[config.mk]
export PLATFORM = sky130hd
export DESIGN_NAME = sam_aux_mux
export DESIGN_NICKNAME = d
export VERILOG_FILES = /design/src/rtl/sam_pkg.sv /design/src/rtl/sam_aux_mux.sv
export SDC_FILE = /design/constraint.sdc
export NUM_CORES = 1
export LEC_CHECK = 0
export ABC_AREA = 1
export BUFFER_PORTS_ARGS = -buffer_cell sky130_fd_sc_hd__buf_2
export CORE_ASPECT_RATIO = 0.7
export CORE_UTILIZATION = 40
export CTS_CLUSTER_SIZE = 40
export DETAILED_ROUTE_END_ITERATION = 10
export HOLD_SLACK_MARGIN = 0.05
export PLACE_DENSITY_LB_ADDON = 0.2
export SLEW_MARGIN = 20
export SYNTH_ARGS = -nofsm -noshare
export SYNTH_HDL_FRONTEND = slang
export SYNTH_SLANG_ARGS = --single-unit
[constraint.sdc]
create_clock -name clock -period 4.5 [get_ports clock]
set_input_delay 0.9 -clock clock [delete_from_list [all_inputs] [get_ports clock]]
set_output_delay 0.9 -clock clock [all_outputs]
set_load 0.05 [all_outputs]
[src/rtl/sam_pkg.sv]
// Operation
// - warning output on while its active warning field is clear, off when interrupted
// - stand-alone variant puts warnings only on its three multi-function pins
// - one warning output allowed with one or two zone sets
// - two warning outputs only with one zone set, one safety zone, two warning zones
// - networked variants allow two warnings; eight-pin connector allows only one
// - per-output polarity: on while clear, or on while blocked
// - networked warning outputs may exist without any pin mapping
// - one or two sourcing alarm outputs, on all but the basic stand-alone
// - alarm one asserts on dirty window warning; safety outputs stay on
// - alarm two asserts when an internal fault forced the safety pair off
// - networked variants report warning and alarm states over the network link
// - each multi-function pin is an input or output with listed functions
// - eight-pin networked variant: two pins input only, third pin either way
// - restart/reset input restarts after switch-off and recovers from a fault
// - stand-alone variant drives one safety output pair, three multi-function pins
// - dual-channel output on one pin auto-configures a second pin alike
package sam_pkg;

	localparam int         NUM_PINS         = 3;
	localparam int         NET8_IO_PIN      = 2;
	localparam int         NUM_WARN         = 2;
	localparam int         NUM_ALARM        = 2;
	localparam logic [1:0] WARN_LIMIT_ONE   = 2'h1;
	localparam logic [1:0] WARN_LIMIT_TWO   = 2'h2;
	localparam logic [1:0] TWO_WARN_SETS    = 2'h1;
	localparam logic [1:0] TWO_WARN_SAFETY  = 2'h1;
	localparam logic [1:0] TWO_WARN_ZONES   = 2'h2;

	typedef enum logic [3:0] {
		SAM_FN_NONE     = 4'h0,
		SAM_FN_RESTART  = 4'h1,
		SAM_FN_AREA     = 4'h2,
		SAM_FN_OVERRIDE = 4'h3,
		SAM_FN_MUTE1    = 4'h4,
		SAM_FN_MUTE2    = 4'h5,
		SAM_FN_MUTE_EN  = 4'h6,
		SAM_FN_WARN1    = 4'h7,
		SAM_FN_WARN2    = 4'h8,
		SAM_FN_ALARM1   = 4'h9,
		SAM_FN_ALARM2   = 4'hA,
		SAM_FN_LAMP     = 4'hB
	} sam_func_type;

	typedef enum logic [1:0] {
		SAM_VAR_BASIC = 2'h0,
		SAM_VAR_NET8  = 2'h1,
		SAM_VAR_NET   = 2'h2
	} sam_variant_type;

	typedef sam_func_type [NUM_PINS-1:0] sam_pinmap_type;

	typedef struct packed {
		sam_func_type func;
		logic         dual;
	} sam_pin_cfg_type;

	typedef struct packed {
		sam_pin_cfg_type [NUM_PINS-1:0] pin;
		logic [1:0]                     warn_count;
		logic [NUM_WARN-1:0]            warn_pol;
		logic [NUM_ALARM-1:0]           alarm_en;
		logic [1:0]                     zone_sets;
		logic [1:0]                     safety_zones;
		logic [1:0]                     warn_zones;
	} sam_cfg_type;

	typedef struct packed {
		logic bad_variant;
		logic too_many_warn;
		logic warn_unconfigured;
		logic alarm_on_basic;
		logic output_on_input_pin;
		logic dual_conflict;
	} sam_fault_type;

	typedef struct packed {
		logic restart;
		logic area_switch;
		logic override_req;
		logic mute1;
		logic mute2;
		logic mute_en;
	} sam_ctl_type;

	typedef struct packed {
		logic [NUM_WARN-1:0]  warn;
		logic [NUM_ALARM-1:0] alarm;
	} sam_status_type;

	localparam sam_cfg_type CFG_RESET = '0;

	function automatic logic sam_is_output(input sam_func_type f);
		return (f == SAM_FN_WARN1) || (f == SAM_FN_WARN2) || (f == SAM_FN_ALARM1) ||
			(f == SAM_FN_ALARM2) || (f == SAM_FN_LAMP);
	endfunction

endpackage

[src/rtl/sam_aux_mux.sv]
`timescale 1ns/100ps
module sam_aux_mux (
	input  wire logic                     clock,
	input  wire logic                     rst,
	input  wire sam_pkg::sam_variant_type variant,
	input  wire sam_pkg::sam_cfg_type     cfg_in,
	input  wire logic                     cfg_load,
	input  wire logic [1:0]               warn_field_clear,
	input  wire logic                     dirty_window_warning,
	input  wire logic                     fault_off,
	input  wire logic                     safety_request,
	input  wire logic                     muting_active,
	input  wire logic [2:0]               pin_in,
	output logic [2:0]                    pin_out,
	output logic [2:0]                    pin_oe,
	output logic [1:0]                    safety_output_pair,
	output sam_pkg::sam_ctl_type          ctl,
	output logic                          restart_pulse,
	output logic                          fault_reset_pulse,
	output sam_pkg::sam_status_type       net_status,
	output logic                          net_status_valid,
	output sam_pkg::sam_pinmap_type       pin_map,
	output logic                          cfg_error,
	output sam_pkg::sam_fault_type        cfg_fault
);

	sam_pkg::sam_cfg_type     cfg_r;
	sam_pkg::sam_variant_type variant_r;
	sam_pkg::sam_pinmap_type  map_r;
	sam_pkg::sam_pinmap_type  map_nxt;
	sam_pkg::sam_fault_type   fault_nxt;
	sam_pkg::sam_fault_type   fault_r;
	logic                     error_r;
	sam_pkg::sam_ctl_type     ctl_nxt;
	sam_pkg::sam_ctl_type     ctl_r;
	logic                     restart_prev_r;
	logic                     restart_r;
	logic                     fault_reset_r;
	logic [1:0]               warn_level;
	logic [1:0]               alarm_level;
	sam_pkg::sam_status_type  status_r;
	logic                     status_valid_r;
	logic [1:0]               safety_r;
	logic [2:0]               out_r;
	logic [2:0]               oe_r;
	logic [1:0]               warn_limit;
	logic                     two_warn_ok;
	logic                     use_warn1;
	logic                     use_warn2;
	logic                     use_alarm;

	// candidate pin map and its checks; a rejected load keeps the old map running
	always_comb begin
		int j;
		j = 0;
		map_nxt   = '0;
		fault_nxt = '0;
		use_warn1 = 1'b0;
		use_warn2 = 1'b0;
		use_alarm = 1'b0;
		for (int i = 0; i < sam_pkg::NUM_PINS; i++) begin
			map_nxt[i] = cfg_in.pin[i].func;
		end
		for (int i = 0; i < sam_pkg::NUM_PINS; i++) begin
			j = (i + 1) % sam_pkg::NUM_PINS;
			if (cfg_in.pin[i].dual && sam_pkg::sam_is_output(cfg_in.pin[i].func)) begin
				if (cfg_in.pin[j].func == sam_pkg::SAM_FN_NONE) begin
					map_nxt[j] = cfg_in.pin[i].func;
				end else if (cfg_in.pin[j].func != cfg_in.pin[i].func) begin
					fault_nxt.dual_conflict = 1'b1;
				end
			end
		end
		// each dual partner is checked again against the finished map; a pin has only one dual source, so this repeats the check above
		for (int i = 0; i < sam_pkg::NUM_PINS; i++) begin
			j = (i + 1) % sam_pkg::NUM_PINS;
			if (cfg_in.pin[i].dual && sam_pkg::sam_is_output(cfg_in.pin[i].func) &&
				map_nxt[j] != cfg_in.pin[i].func) begin
				fault_nxt.dual_conflict = 1'b1;
			end
		end
		for (int i = 0; i < sam_pkg::NUM_PINS; i++) begin
			if (map_nxt[i] == sam_pkg::SAM_FN_WARN1) begin
				use_warn1 = 1'b1;
			end
			if (map_nxt[i] == sam_pkg::SAM_FN_WARN2) begin
				use_warn2 = 1'b1;
			end
			if (map_nxt[i] == sam_pkg::SAM_FN_ALARM1 || map_nxt[i] == sam_pkg::SAM_FN_ALARM2) begin
				use_alarm = 1'b1;
			end
			if (variant == sam_pkg::SAM_VAR_NET8 && i != sam_pkg::NET8_IO_PIN &&
				sam_pkg::sam_is_output(map_nxt[i])) begin
				fault_nxt.output_on_input_pin = 1'b1;
			end
		end
		if (variant != sam_pkg::SAM_VAR_BASIC && variant != sam_pkg::SAM_VAR_NET8 &&
			variant != sam_pkg::SAM_VAR_NET) begin
			fault_nxt.bad_variant = 1'b1;
		end
		if (cfg_in.warn_count > warn_limit) begin
			fault_nxt.too_many_warn = 1'b1;
		end
		// a pin may only show a warning output that the configuration defines
		if ((use_warn1 && cfg_in.warn_count < sam_pkg::WARN_LIMIT_ONE) ||
			(use_warn2 && cfg_in.warn_count < sam_pkg::WARN_LIMIT_TWO)) begin
			fault_nxt.warn_unconfigured = 1'b1;
		end
		// on the stand-alone unit a configured warning must land on a pin
		if (variant == sam_pkg::SAM_VAR_BASIC &&
			((cfg_in.warn_count >= sam_pkg::WARN_LIMIT_ONE && !use_warn1) ||
			(cfg_in.warn_count >= sam_pkg::WARN_LIMIT_TWO && !use_warn2))) begin
			fault_nxt.warn_unconfigured = 1'b1;
		end
		if (variant == sam_pkg::SAM_VAR_BASIC && (use_alarm || (|cfg_in.alarm_en))) begin
			fault_nxt.alarm_on_basic = 1'b1;
		end
	end

	always_comb begin
		two_warn_ok = (variant != sam_pkg::SAM_VAR_NET8) &&
			(cfg_in.zone_sets == sam_pkg::TWO_WARN_SETS) &&
			(cfg_in.safety_zones == sam_pkg::TWO_WARN_SAFETY) &&
			(cfg_in.warn_zones == sam_pkg::TWO_WARN_ZONES);
		warn_limit = two_warn_ok ? sam_pkg::WARN_LIMIT_TWO : sam_pkg::WARN_LIMIT_ONE;
	end

	// configuration store
	always_ff @(posedge clock or posedge rst) begin
		if (rst) begin
			cfg_r     <= sam_pkg::CFG_RESET;
			variant_r <= sam_pkg::SAM_VAR_BASIC;
			map_r     <= '0;
		end else if (cfg_load && !(|fault_nxt)) begin
			cfg_r     <= cfg_in;
			variant_r <= variant;
			map_r     <= map_nxt;
		end
	end

	// load verdict: the fault vector tells which check refused the last load
	always_ff @(posedge clock or posedge rst) begin
		if (rst) begin
			error_r <= 1'b0;
			fault_r <= '0;
		end else if (cfg_load) begin
			error_r <= |fault_nxt;
			fault_r <= fault_nxt;
		end
	end

	// output levels, all active-high as driven onto a sourcing pin
	always_comb begin
		for (int k = 0; k < sam_pkg::NUM_WARN; k++) begin
			if (cfg_r.warn_count > k[1:0]) begin
				warn_level[k] = cfg_r.warn_pol[k] ? !warn_field_clear[k] :
					warn_field_clear[k];
			end else begin
				warn_level[k] = 1'b0;
			end
		end
		if (variant_r == sam_pkg::SAM_VAR_BASIC) begin
			alarm_level = '0;
		end else begin
			alarm_level[0] = cfg_r.alarm_en[0] && dirty_window_warning;
			alarm_level[1] = cfg_r.alarm_en[1] && fault_off;
		end
	end

	// per-pin drive; an unassigned or input pin is released and low
	for (genvar i = 0; i < sam_pkg::NUM_PINS; i++) begin : g_pin
		always_ff @(posedge clock or posedge rst) begin
			if (rst) begin
				oe_r[i]  <= 1'b0;
				out_r[i] <= 1'b0;
			end else begin
				oe_r[i] <= sam_pkg::sam_is_output(map_r[i]);
				unique case (map_r[i])
					sam_pkg::SAM_FN_WARN1:  out_r[i] <= warn_level[0];
					sam_pkg::SAM_FN_WARN2:  out_r[i] <= warn_level[1];
					sam_pkg::SAM_FN_ALARM1: out_r[i] <= alarm_level[0];
					sam_pkg::SAM_FN_ALARM2: out_r[i] <= alarm_level[1];
					sam_pkg::SAM_FN_LAMP:   out_r[i] <= muting_active;
					default:                out_r[i] <= 1'b0;
				endcase
			end
		end
	end

	// input functions gathered from every pin that carries them
	always_comb begin
		ctl_nxt = '0;
		for (int i = 0; i < sam_pkg::NUM_PINS; i++) begin
			unique case (map_r[i])
				sam_pkg::SAM_FN_RESTART:  ctl_nxt.restart      = ctl_nxt.restart | pin_in[i];
				sam_pkg::SAM_FN_AREA:     ctl_nxt.area_switch  = ctl_nxt.area_switch | pin_in[i];
				sam_pkg::SAM_FN_OVERRIDE: ctl_nxt.override_req = ctl_nxt.override_req | pin_in[i];
				sam_pkg::SAM_FN_MUTE1:    ctl_nxt.mute1        = ctl_nxt.mute1 | pin_in[i];
				sam_pkg::SAM_FN_MUTE2:    ctl_nxt.mute2        = ctl_nxt.mute2 | pin_in[i];
				sam_pkg::SAM_FN_MUTE_EN:  ctl_nxt.mute_en      = ctl_nxt.mute_en | pin_in[i];
				default:                  ctl_nxt.restart      = ctl_nxt.restart;
			endcase
		end
	end

	always_ff @(posedge clock or posedge rst) begin
		if (rst) begin
			ctl_r <= '0;
		end else begin
			ctl_r <= ctl_nxt;
		end
	end

	// restart/reset acts on the rising edge only, so a held button does one thing
	always_ff @(posedge clock or posedge rst) begin
		if (rst) begin
			restart_prev_r <= 1'b0;
			restart_r      <= 1'b0;
			fault_reset_r  <= 1'b0;
		end else begin
			restart_prev_r <= ctl_r.restart;
			restart_r      <= ctl_r.restart && !restart_prev_r && !fault_off &&
				!safety_request;
			fault_reset_r  <= ctl_r.restart && !restart_prev_r && fault_off;
		end
	end

	// the safety pair ignores warnings and alarms entirely
	always_ff @(posedge clock or posedge rst) begin
		if (rst) begin
			safety_r <= '0;
		end else begin
			safety_r <= {2{safety_request}};
		end
	end

	// network report is independent of any pin mapping
	always_ff @(posedge clock or posedge rst) begin
		if (rst) begin
			status_r       <= '0;
			status_valid_r <= 1'b0;
		end else if (variant_r == sam_pkg::SAM_VAR_BASIC) begin
			status_r       <= '0;
			status_valid_r <= 1'b0;
		end else begin
			status_r.warn  <= warn_level;
			status_r.alarm <= alarm_level;
			status_valid_r <= 1'b1;
		end
	end

	assign pin_out            = out_r;
	assign pin_oe             = oe_r;
	assign safety_output_pair = safety_r;
	assign ctl                = ctl_r;
	assign restart_pulse      = restart_r;
	assign fault_reset_pulse  = fault_reset_r;
	assign net_status         = status_r;
	assign net_status_valid   = status_valid_r;
	assign pin_map            = map_r;
	assign cfg_error          = error_r;
	assign cfg_fault          = fault_r;

endmodule // sam_aux_mux

==> impl_metrics.yaml, run 1 <==
routing:
  drcViolationCount: 0
  ant_nets: 0
  wirelength_microns: 8440
  firstDrtPassIters: 5
  wl_per_cell_microns: 13.3
  drt_iter0_drc: 292
  via_per_inst: 5.16
  vias: 3275
placement:
  port_buffers: 80
  gp_congestion: 0.935
  placed_cells: 627
  post-dp-hpwl_microns: 6650
timing:
  rsz0062_at_grt: "no"
  timing.setup.tns_ns: 0
  fin_crit_sh_pct: 72.2
  timing.fmax_ghz: 0.308
  worstMarginPinSlew_ns: 0.874
  period_minus_slack_ns: 3.25
  worst_clock_skew_ns: 0.0142
  relSlewSlack_pct: 41.1
  hold_violations: 0
  maxSlewViolCount: 0
  setup_viol: 0
floorplan:
  initial_utilization_pct: 42.1
  fp.dieH_microns: 75.9
  die_area_sq_mm: 0.00816
  core_sq_mm: 0.00742
  pin_count: 81
  num_rows: 26
  die_w_microns: 108
power_and_ir_drop:
  internal_power_uw: 992
  ir_drop_mv: 0.288
  powerDensity_mw_per_mm2: 521
  seq_power_share_pct: 34.5
  sw_frac_of_total_pct: 48.4
  comb_power_share_pct: 46.0
  switching_power_uw: 930
  power.leakage_uw: 0.00206
  p_clk_share_pct: 19.5
worst_setup_path:
  path_cells: "buf_2 -> inv_1 -> nor2_1 -> nor3b_1 -> nand4_1 -> ha_1 -> inv_1 -> nor2_1 -> a2bb2oi_1 -> nor2_1 -> nand2_1 -> nor2_1 -> nand2_1 -> nor2_4 -> nand3_2 -> nor2b_1"
  cp.depth: 16
  path_class: "input pin to register"
  critPathBufInv: 3
  rrSetupSlack_ns: 2.97
  crit_family: "simple AND/OR/NAND/NOR gates"
  cpMostUsedCell: "nor2_1"
  critPathRequiredTime_ns: 4.71
  end_kind: "register"
  critPathArrivalTime_ns: 3.46
  critPathLaunchType: "input pin"
  reg2reg_from: "variant_r[0]$_DFFE_PP0P_"
  r2r_cells: 6
  crit_end: "cfg_error$_DFFE_PP0P_"
  worst_path_max_delay_cell: "nand3_2"
  critical_path.max_fanout: 21
  max_stage_delay_ns: 0.43
  rr_endpoint: "pin_out[2]$_DFF_PP0_"
  startpoint: "variant[0]"
global_route:
  antenna_found_initial: 0
  grt_busiest_layer: "met1"
  use_met2_pct: 31.0
  grt_usage_pct: 22.2
  grt_pass1_wl_microns: 14300
  gr-total-overflow: 0
  grt_use_met3_pct: 5.77
  grt_max_degree: 49
  use_met1_pct: 33.8
  grt_pass1_vias: 2931
yosys:
  syn_inst: 463
  synth_seq_cells: 48
  synth_area_sq_mm: 0.00312
  syn_area_per_cell_sq_um: 6.74
  yosysUniqueCellTypes: 35
  yosys-top-cells-area: "dfrtp_1 (38%), nand2_1 (22%), nor2_1 (5.9%)"
  ys_seq_area_share_pct: 38.5
  synth_fp_nets: 506
  synth_common_cells: "nand2_1 (179), nor2_1 (49), dfrtp_1 (48)"
  yosys.area.top_type_share_pct: 38.5
  yosysMostFrequentCell: "nand2_1"
  synth-edff-count: 0
  synth_ff_type: "dfrtp_1"
  async_reset_ff_share_pct: 100
  yosysWarnings: 0
  synth_largest_area_cell: "dfrtp_1"
finish:
  final_cells: 635
  drive_gt1_share_pct: 20.1
  postLayoutCoreUtil_pct: 49.7
  num-fill-cells: 750
  antenna_cells: 0
  synthToLayoutAreaGrowth_pct: 18.2
  nets: 579
clock_network:
  htree_num_levels: 2
  clk_pin_slew_ns: 0.09
  tritoncts_num_sinks: 48
  clock-root-buffer: "clkbuf_8"
  cts-hold-fix-buffers: 0
  cts_tree: "yes"
  postCtsSetupBuffers: 0
  ctsResizeCount: 0
  numCtsBuffers: 5
  clock_latency_ns: 0.31
  clock_path_buffers: 2
run_status:
  status: "completed"
min_path:
  worstHoldStart: "ctl[5]$_DFF_PP0_"
  min_path_type: "register to register"
run:
  max_cap_viol_count: 0
-- layout make-up --
class	instances	area, sq um	area share [%]
clock buffers	5	68.8	1.87
clock inverters	3	68.8	1.87
inverters	44	166	4.51
multi-input cells	356	1650	44.8
flip-flops and latches	48	1200	32.6
well taps	98	123	3.33
repair buffers	81	408	11.1
-- per-layer routing --
layer,part of all wire (%),vias to the layer above
li1,-,1668
met1,51,1456
met2,39,145
met3,9.4,6
met4,0.76,0
met5,0,-
-- power by group through the flow --
stage          Combinational, uW  Sequential [uW]  Clock [uW]
3_5_place_dp                 881              672           0
6_report                     885              663         374
4_1_cts                      884              664         386
5_1_grt                      958              683         409
2_1_floorplan                317             1010           0
3_3_place_gp                 878              673           0
-- through the flow --
step	setup slack [ns]	area [sq um]	power [uW]	hold slack, ns
2_1_floorplan	1.84	3120	1330	0.443
3_3_place_gp	0.968	3550	1550	0.391
3_5_place_dp	0.898	3550	1550	0.394
4_1_cts	1.23	3690	1930	0.413
5_1_grt	0.969	3690	2050	0.432
6_report	1.25	3690	1920	0.410
-- cell families after synthesis --
logic type,count (synthesis),share of synthesized area (%)
and+or+nand+nor,307,42.7
buffers and inverters,59,8.58
DFF,48,38.5
AOI/OAI and AO/OA,45,8.82
xor gates and xnor gates,2,0.561
adders and majority gates,2,0.802
-- registers in the layout (all words and copies together), names as in the netlist --
signal / flops
cfg_fault: 6
safety_output_pair: 1
cfg_r: 6
net_status: 4
pin_map: 12
net_status_valid: 1
ctl: 6
pin_out: 3
fault_reset_pulse: 1
pin_oe: 3
restart_prev_r: 1
cfg_error: 1
restart_pulse: 1
variant_r: 2
-- cell usage in the layout (no fill, tap or decap), drive strengths merged --
cell type,n
a21oi,5
inv,44
dfrtp,48
o221ai,1
nand4,28
o211ai,2
nor2,57
a31oi,2
xnor2,1
nand2,181
clkbuf,5
nor4,1
buf,81
o21ai,16
nand3,30
xor2,1
nor3b,2
ha,2
a2bb2oi,1
nor2b,1
a211oi,1
or2,2
o22ai,14
nor3,5
o311ai,2
bufinv,2
clkinv,1
a221oi,1
-- worst min-delay path by stage --
stage / endpoint / cells past startpoint / slack, ns
after detailed placement: restart_prev_r$_DFF_PP0_ / 0 / 0.39
after floorplan: cfg_r[7]$_DFFE_PP0P_ / 2 / 0.44
final: restart_prev_r$_DFF_PP0_ / 0 / 0.41
after CTS: restart_prev_r$_DFF_PP0_ / 0 / 0.41
after global routing: restart_prev_r$_DFF_PP0_ / 0 / 0.43
after global placement: restart_prev_r$_DFF_PP0_ / 0 / 0.39
Note: power is estimated with default switching activity, not from simulation.
==> run 2: changes to the inputs <==
==> constraint.sdc (replaced) <==
create_clock -name clock -period 2.7 [get_ports clock]
set_input_delay 0.54 -clock clock [delete_from_list [all_inputs] [get_ports clock]]
set_output_delay 0.54 -clock clock [all_outputs]
set_load 0.05 [all_outputs]
==> impl_metrics.yaml, run 2 (synthesis gave the netlist of run 1 again) <==
global_route:
  grt_busiest_layer: "met1"
  grt_pass1_vias: 3060
  grt_pass1_wl_microns: 14900
  grt_use_met3_pct: 4.56
  grt_usage_pct: 22.7
  use_met2_pct: 33.7
  gr-total-overflow: 0
  antenna_found_initial: 0
  grt_max_degree: 35
  use_met1_pct: 34.7
clock_network:
  cts-hold-fix-buffers: 0
  clock_latency_ns: 0.30
  tritoncts_num_sinks: 48
  clock_path_buffers: 2
  numCtsBuffers: 5
  postCtsSetupBuffers: 0
  htree_num_levels: 2
  clock-root-buffer: "clkbuf_8"
  cts_tree: "yes"
  ctsResizeCount: 0
  clk_pin_slew_ns: 0.10
floorplan:
  die_w_microns: 108
  initial_utilization_pct: 42.1
  pin_count: 81
  core_sq_mm: 0.00742
  num_rows: 26
  die_area_sq_mm: 0.00816
  fp.dieH_microns: 75.9
worst_setup_path:
  worst_path_max_delay_cell: "o21ai_1"
  critPathBufInv: 3
  path_cells: "buf_2 -> inv_2 -> nand3_1 -> nand2_1 -> nand2_1 -> o21ai_1 -> nor2_1 -> nand2_1 -> nand3_1 -> nand2_1 -> nand2_1 -> nor2_4 -> buf_4 -> nand4_1 -> nand2_1"
  end_kind: "register"
  crit_family: "simple AND/OR/NAND/NOR gates"
  critPathArrivalTime_ns: 2.58
  rrSetupSlack_ns: 1.19
  critical_path.max_fanout: 20
  critPathRequiredTime_ns: 2.94
  critPathLaunchType: "input pin"
  path_class: "input pin to register"
  cpMostUsedCell: "nand2_1"
  max_stage_delay_ns: 0.27
power_and_ir_drop:
  power_uw: 3130
  ir_drop_mv: 0.489
  power.leakage_uw: 0.00208
  powerDensity_mw_per_mm2: 843
routing:
  ant_nets: 0
  wirelength_microns: 8810
  drcViolationCount: 0
  drt_iter0_drc: 240
  via_per_inst: 5.26
  firstDrtPassIters: 5
  wl_per_cell_microns: 13.8
  vias: 3367
finish:
  drive_gt1_share_pct: 20.8
  num-fill-cells: 792
  antenna_cells: 0
  synthToLayoutAreaGrowth_pct: 19.0
  mostFrequentLayoutCells: "nand2_1 (179), buf_2 (80), nor2_1 (49)"
  nets: 584
  largest_reg_flops: 12
  stdcell_area_sq_mm: 0.00371
  final_common_cell: "nand2_1"
placement:
  place_worst_setup_slack_ns: 0.0811
  dpl_cell_area_sq_mm: 0.00360
  post-dp-hpwl_microns: 6850
  gp_congestion: 0.886
  port_buffers: 80
run_status:
  status: "completed"
timing:
  worst_clock_skew_ns: 0.00581
  timing.fmax_ghz: 0.426
  maxSlewViolCount: 0
  hold_violations: 0
  period_minus_slack_ns: 2.35
  fin_crit_sh_pct: 86.9
  rsz0062_at_grt: "no"
  setup_viol: 0
  worstMarginPinSlew_ns: 0.771
  timing.setup.tns_ns: 0
  relSlewSlack_pct: 48.1
  setup_ws_ns: 0.354
min_path:
  min_path_type: "input pin to asynchronous set/reset pin"
run:
  max_cap_viol_count: 0
-- run 2: cell types whose count changed in the layout (fill, tap and decap cells not counted) --
cell,delta
bufinv_16,-1
clkinv_4,+2
inv_2,+1
buf_4,+4
clkinv_2,-1
inv_6,-1
buf_12,+1
-- run 2: layout make-up --
cell class / count / area, sq um / share of cell area [%]
Sequential cell: 48 / 1200 / 32.3
Timing Repair Buffer: 86 / 458 / 12.3
Tap cell: 98 / 123 / 3.30
Inverter: 44 / 165 / 4.45
Clock buffer: 5 / 68.8 / 1.85
Multi-Input combinational cell: 356 / 1650 / 44.5
Clock inverter: 3 / 47.5 / 1.28
-- run 2: worst reg2reg max path: stages, from the launching register on --
cell      delay, ns
dfrtp_1        0.39
nor2_1         0.20
inv_1          0.11
nand3_1        0.16
inv_1          0.09
a221oi_1       0.30
o22ai_1        0.11
-- run 2: final timing paths --
check                                         startpoint                               to  cells after the start
worst max-delay path                          cfg_in[26]           pin_map[3]$_DFFE_PP0P_                     15
worst min-delay path                                 rst            cfg_r[10]$_DFFE_PP0P_                      2
worst max register to register  variant_r[0]$_DFFE_PP0P_             pin_out[2]$_DFF_PP0_                      6
worst min register to register          ctl[5]$_DFF_PP0_         restart_prev_r$_DFF_PP0_                      0
max in group asynchronous                            rst              pin_oe[1]$_DFF_PP0_                      3
min in group clock                        safety_request  safety_output_pair[0]$_DFF_PP0_                      1
-- run 2: power by group --
part           internal (uW)  switching, uW
combinational            354           1130
sequential               936            179
clock                    279            252
-- run 2: per-layer routing --
metal  wire length, microns  part of all wire [%]
met5                      0                     0
met4                     22                  0.25
met3                    784                   8.9
met2                   3650                    41
met1                   4350                    49
-- run 2: metrics by stage --
stage	util [%]	hold slack (ns)	instances
floorplan	-	0.443	463
global placement	48.5	0.391	632
detailed placement	48.5	0.399	632
CTS	50.1	0.180	640
global route	50.1	0.192	640
finish	50.1	0.177	640
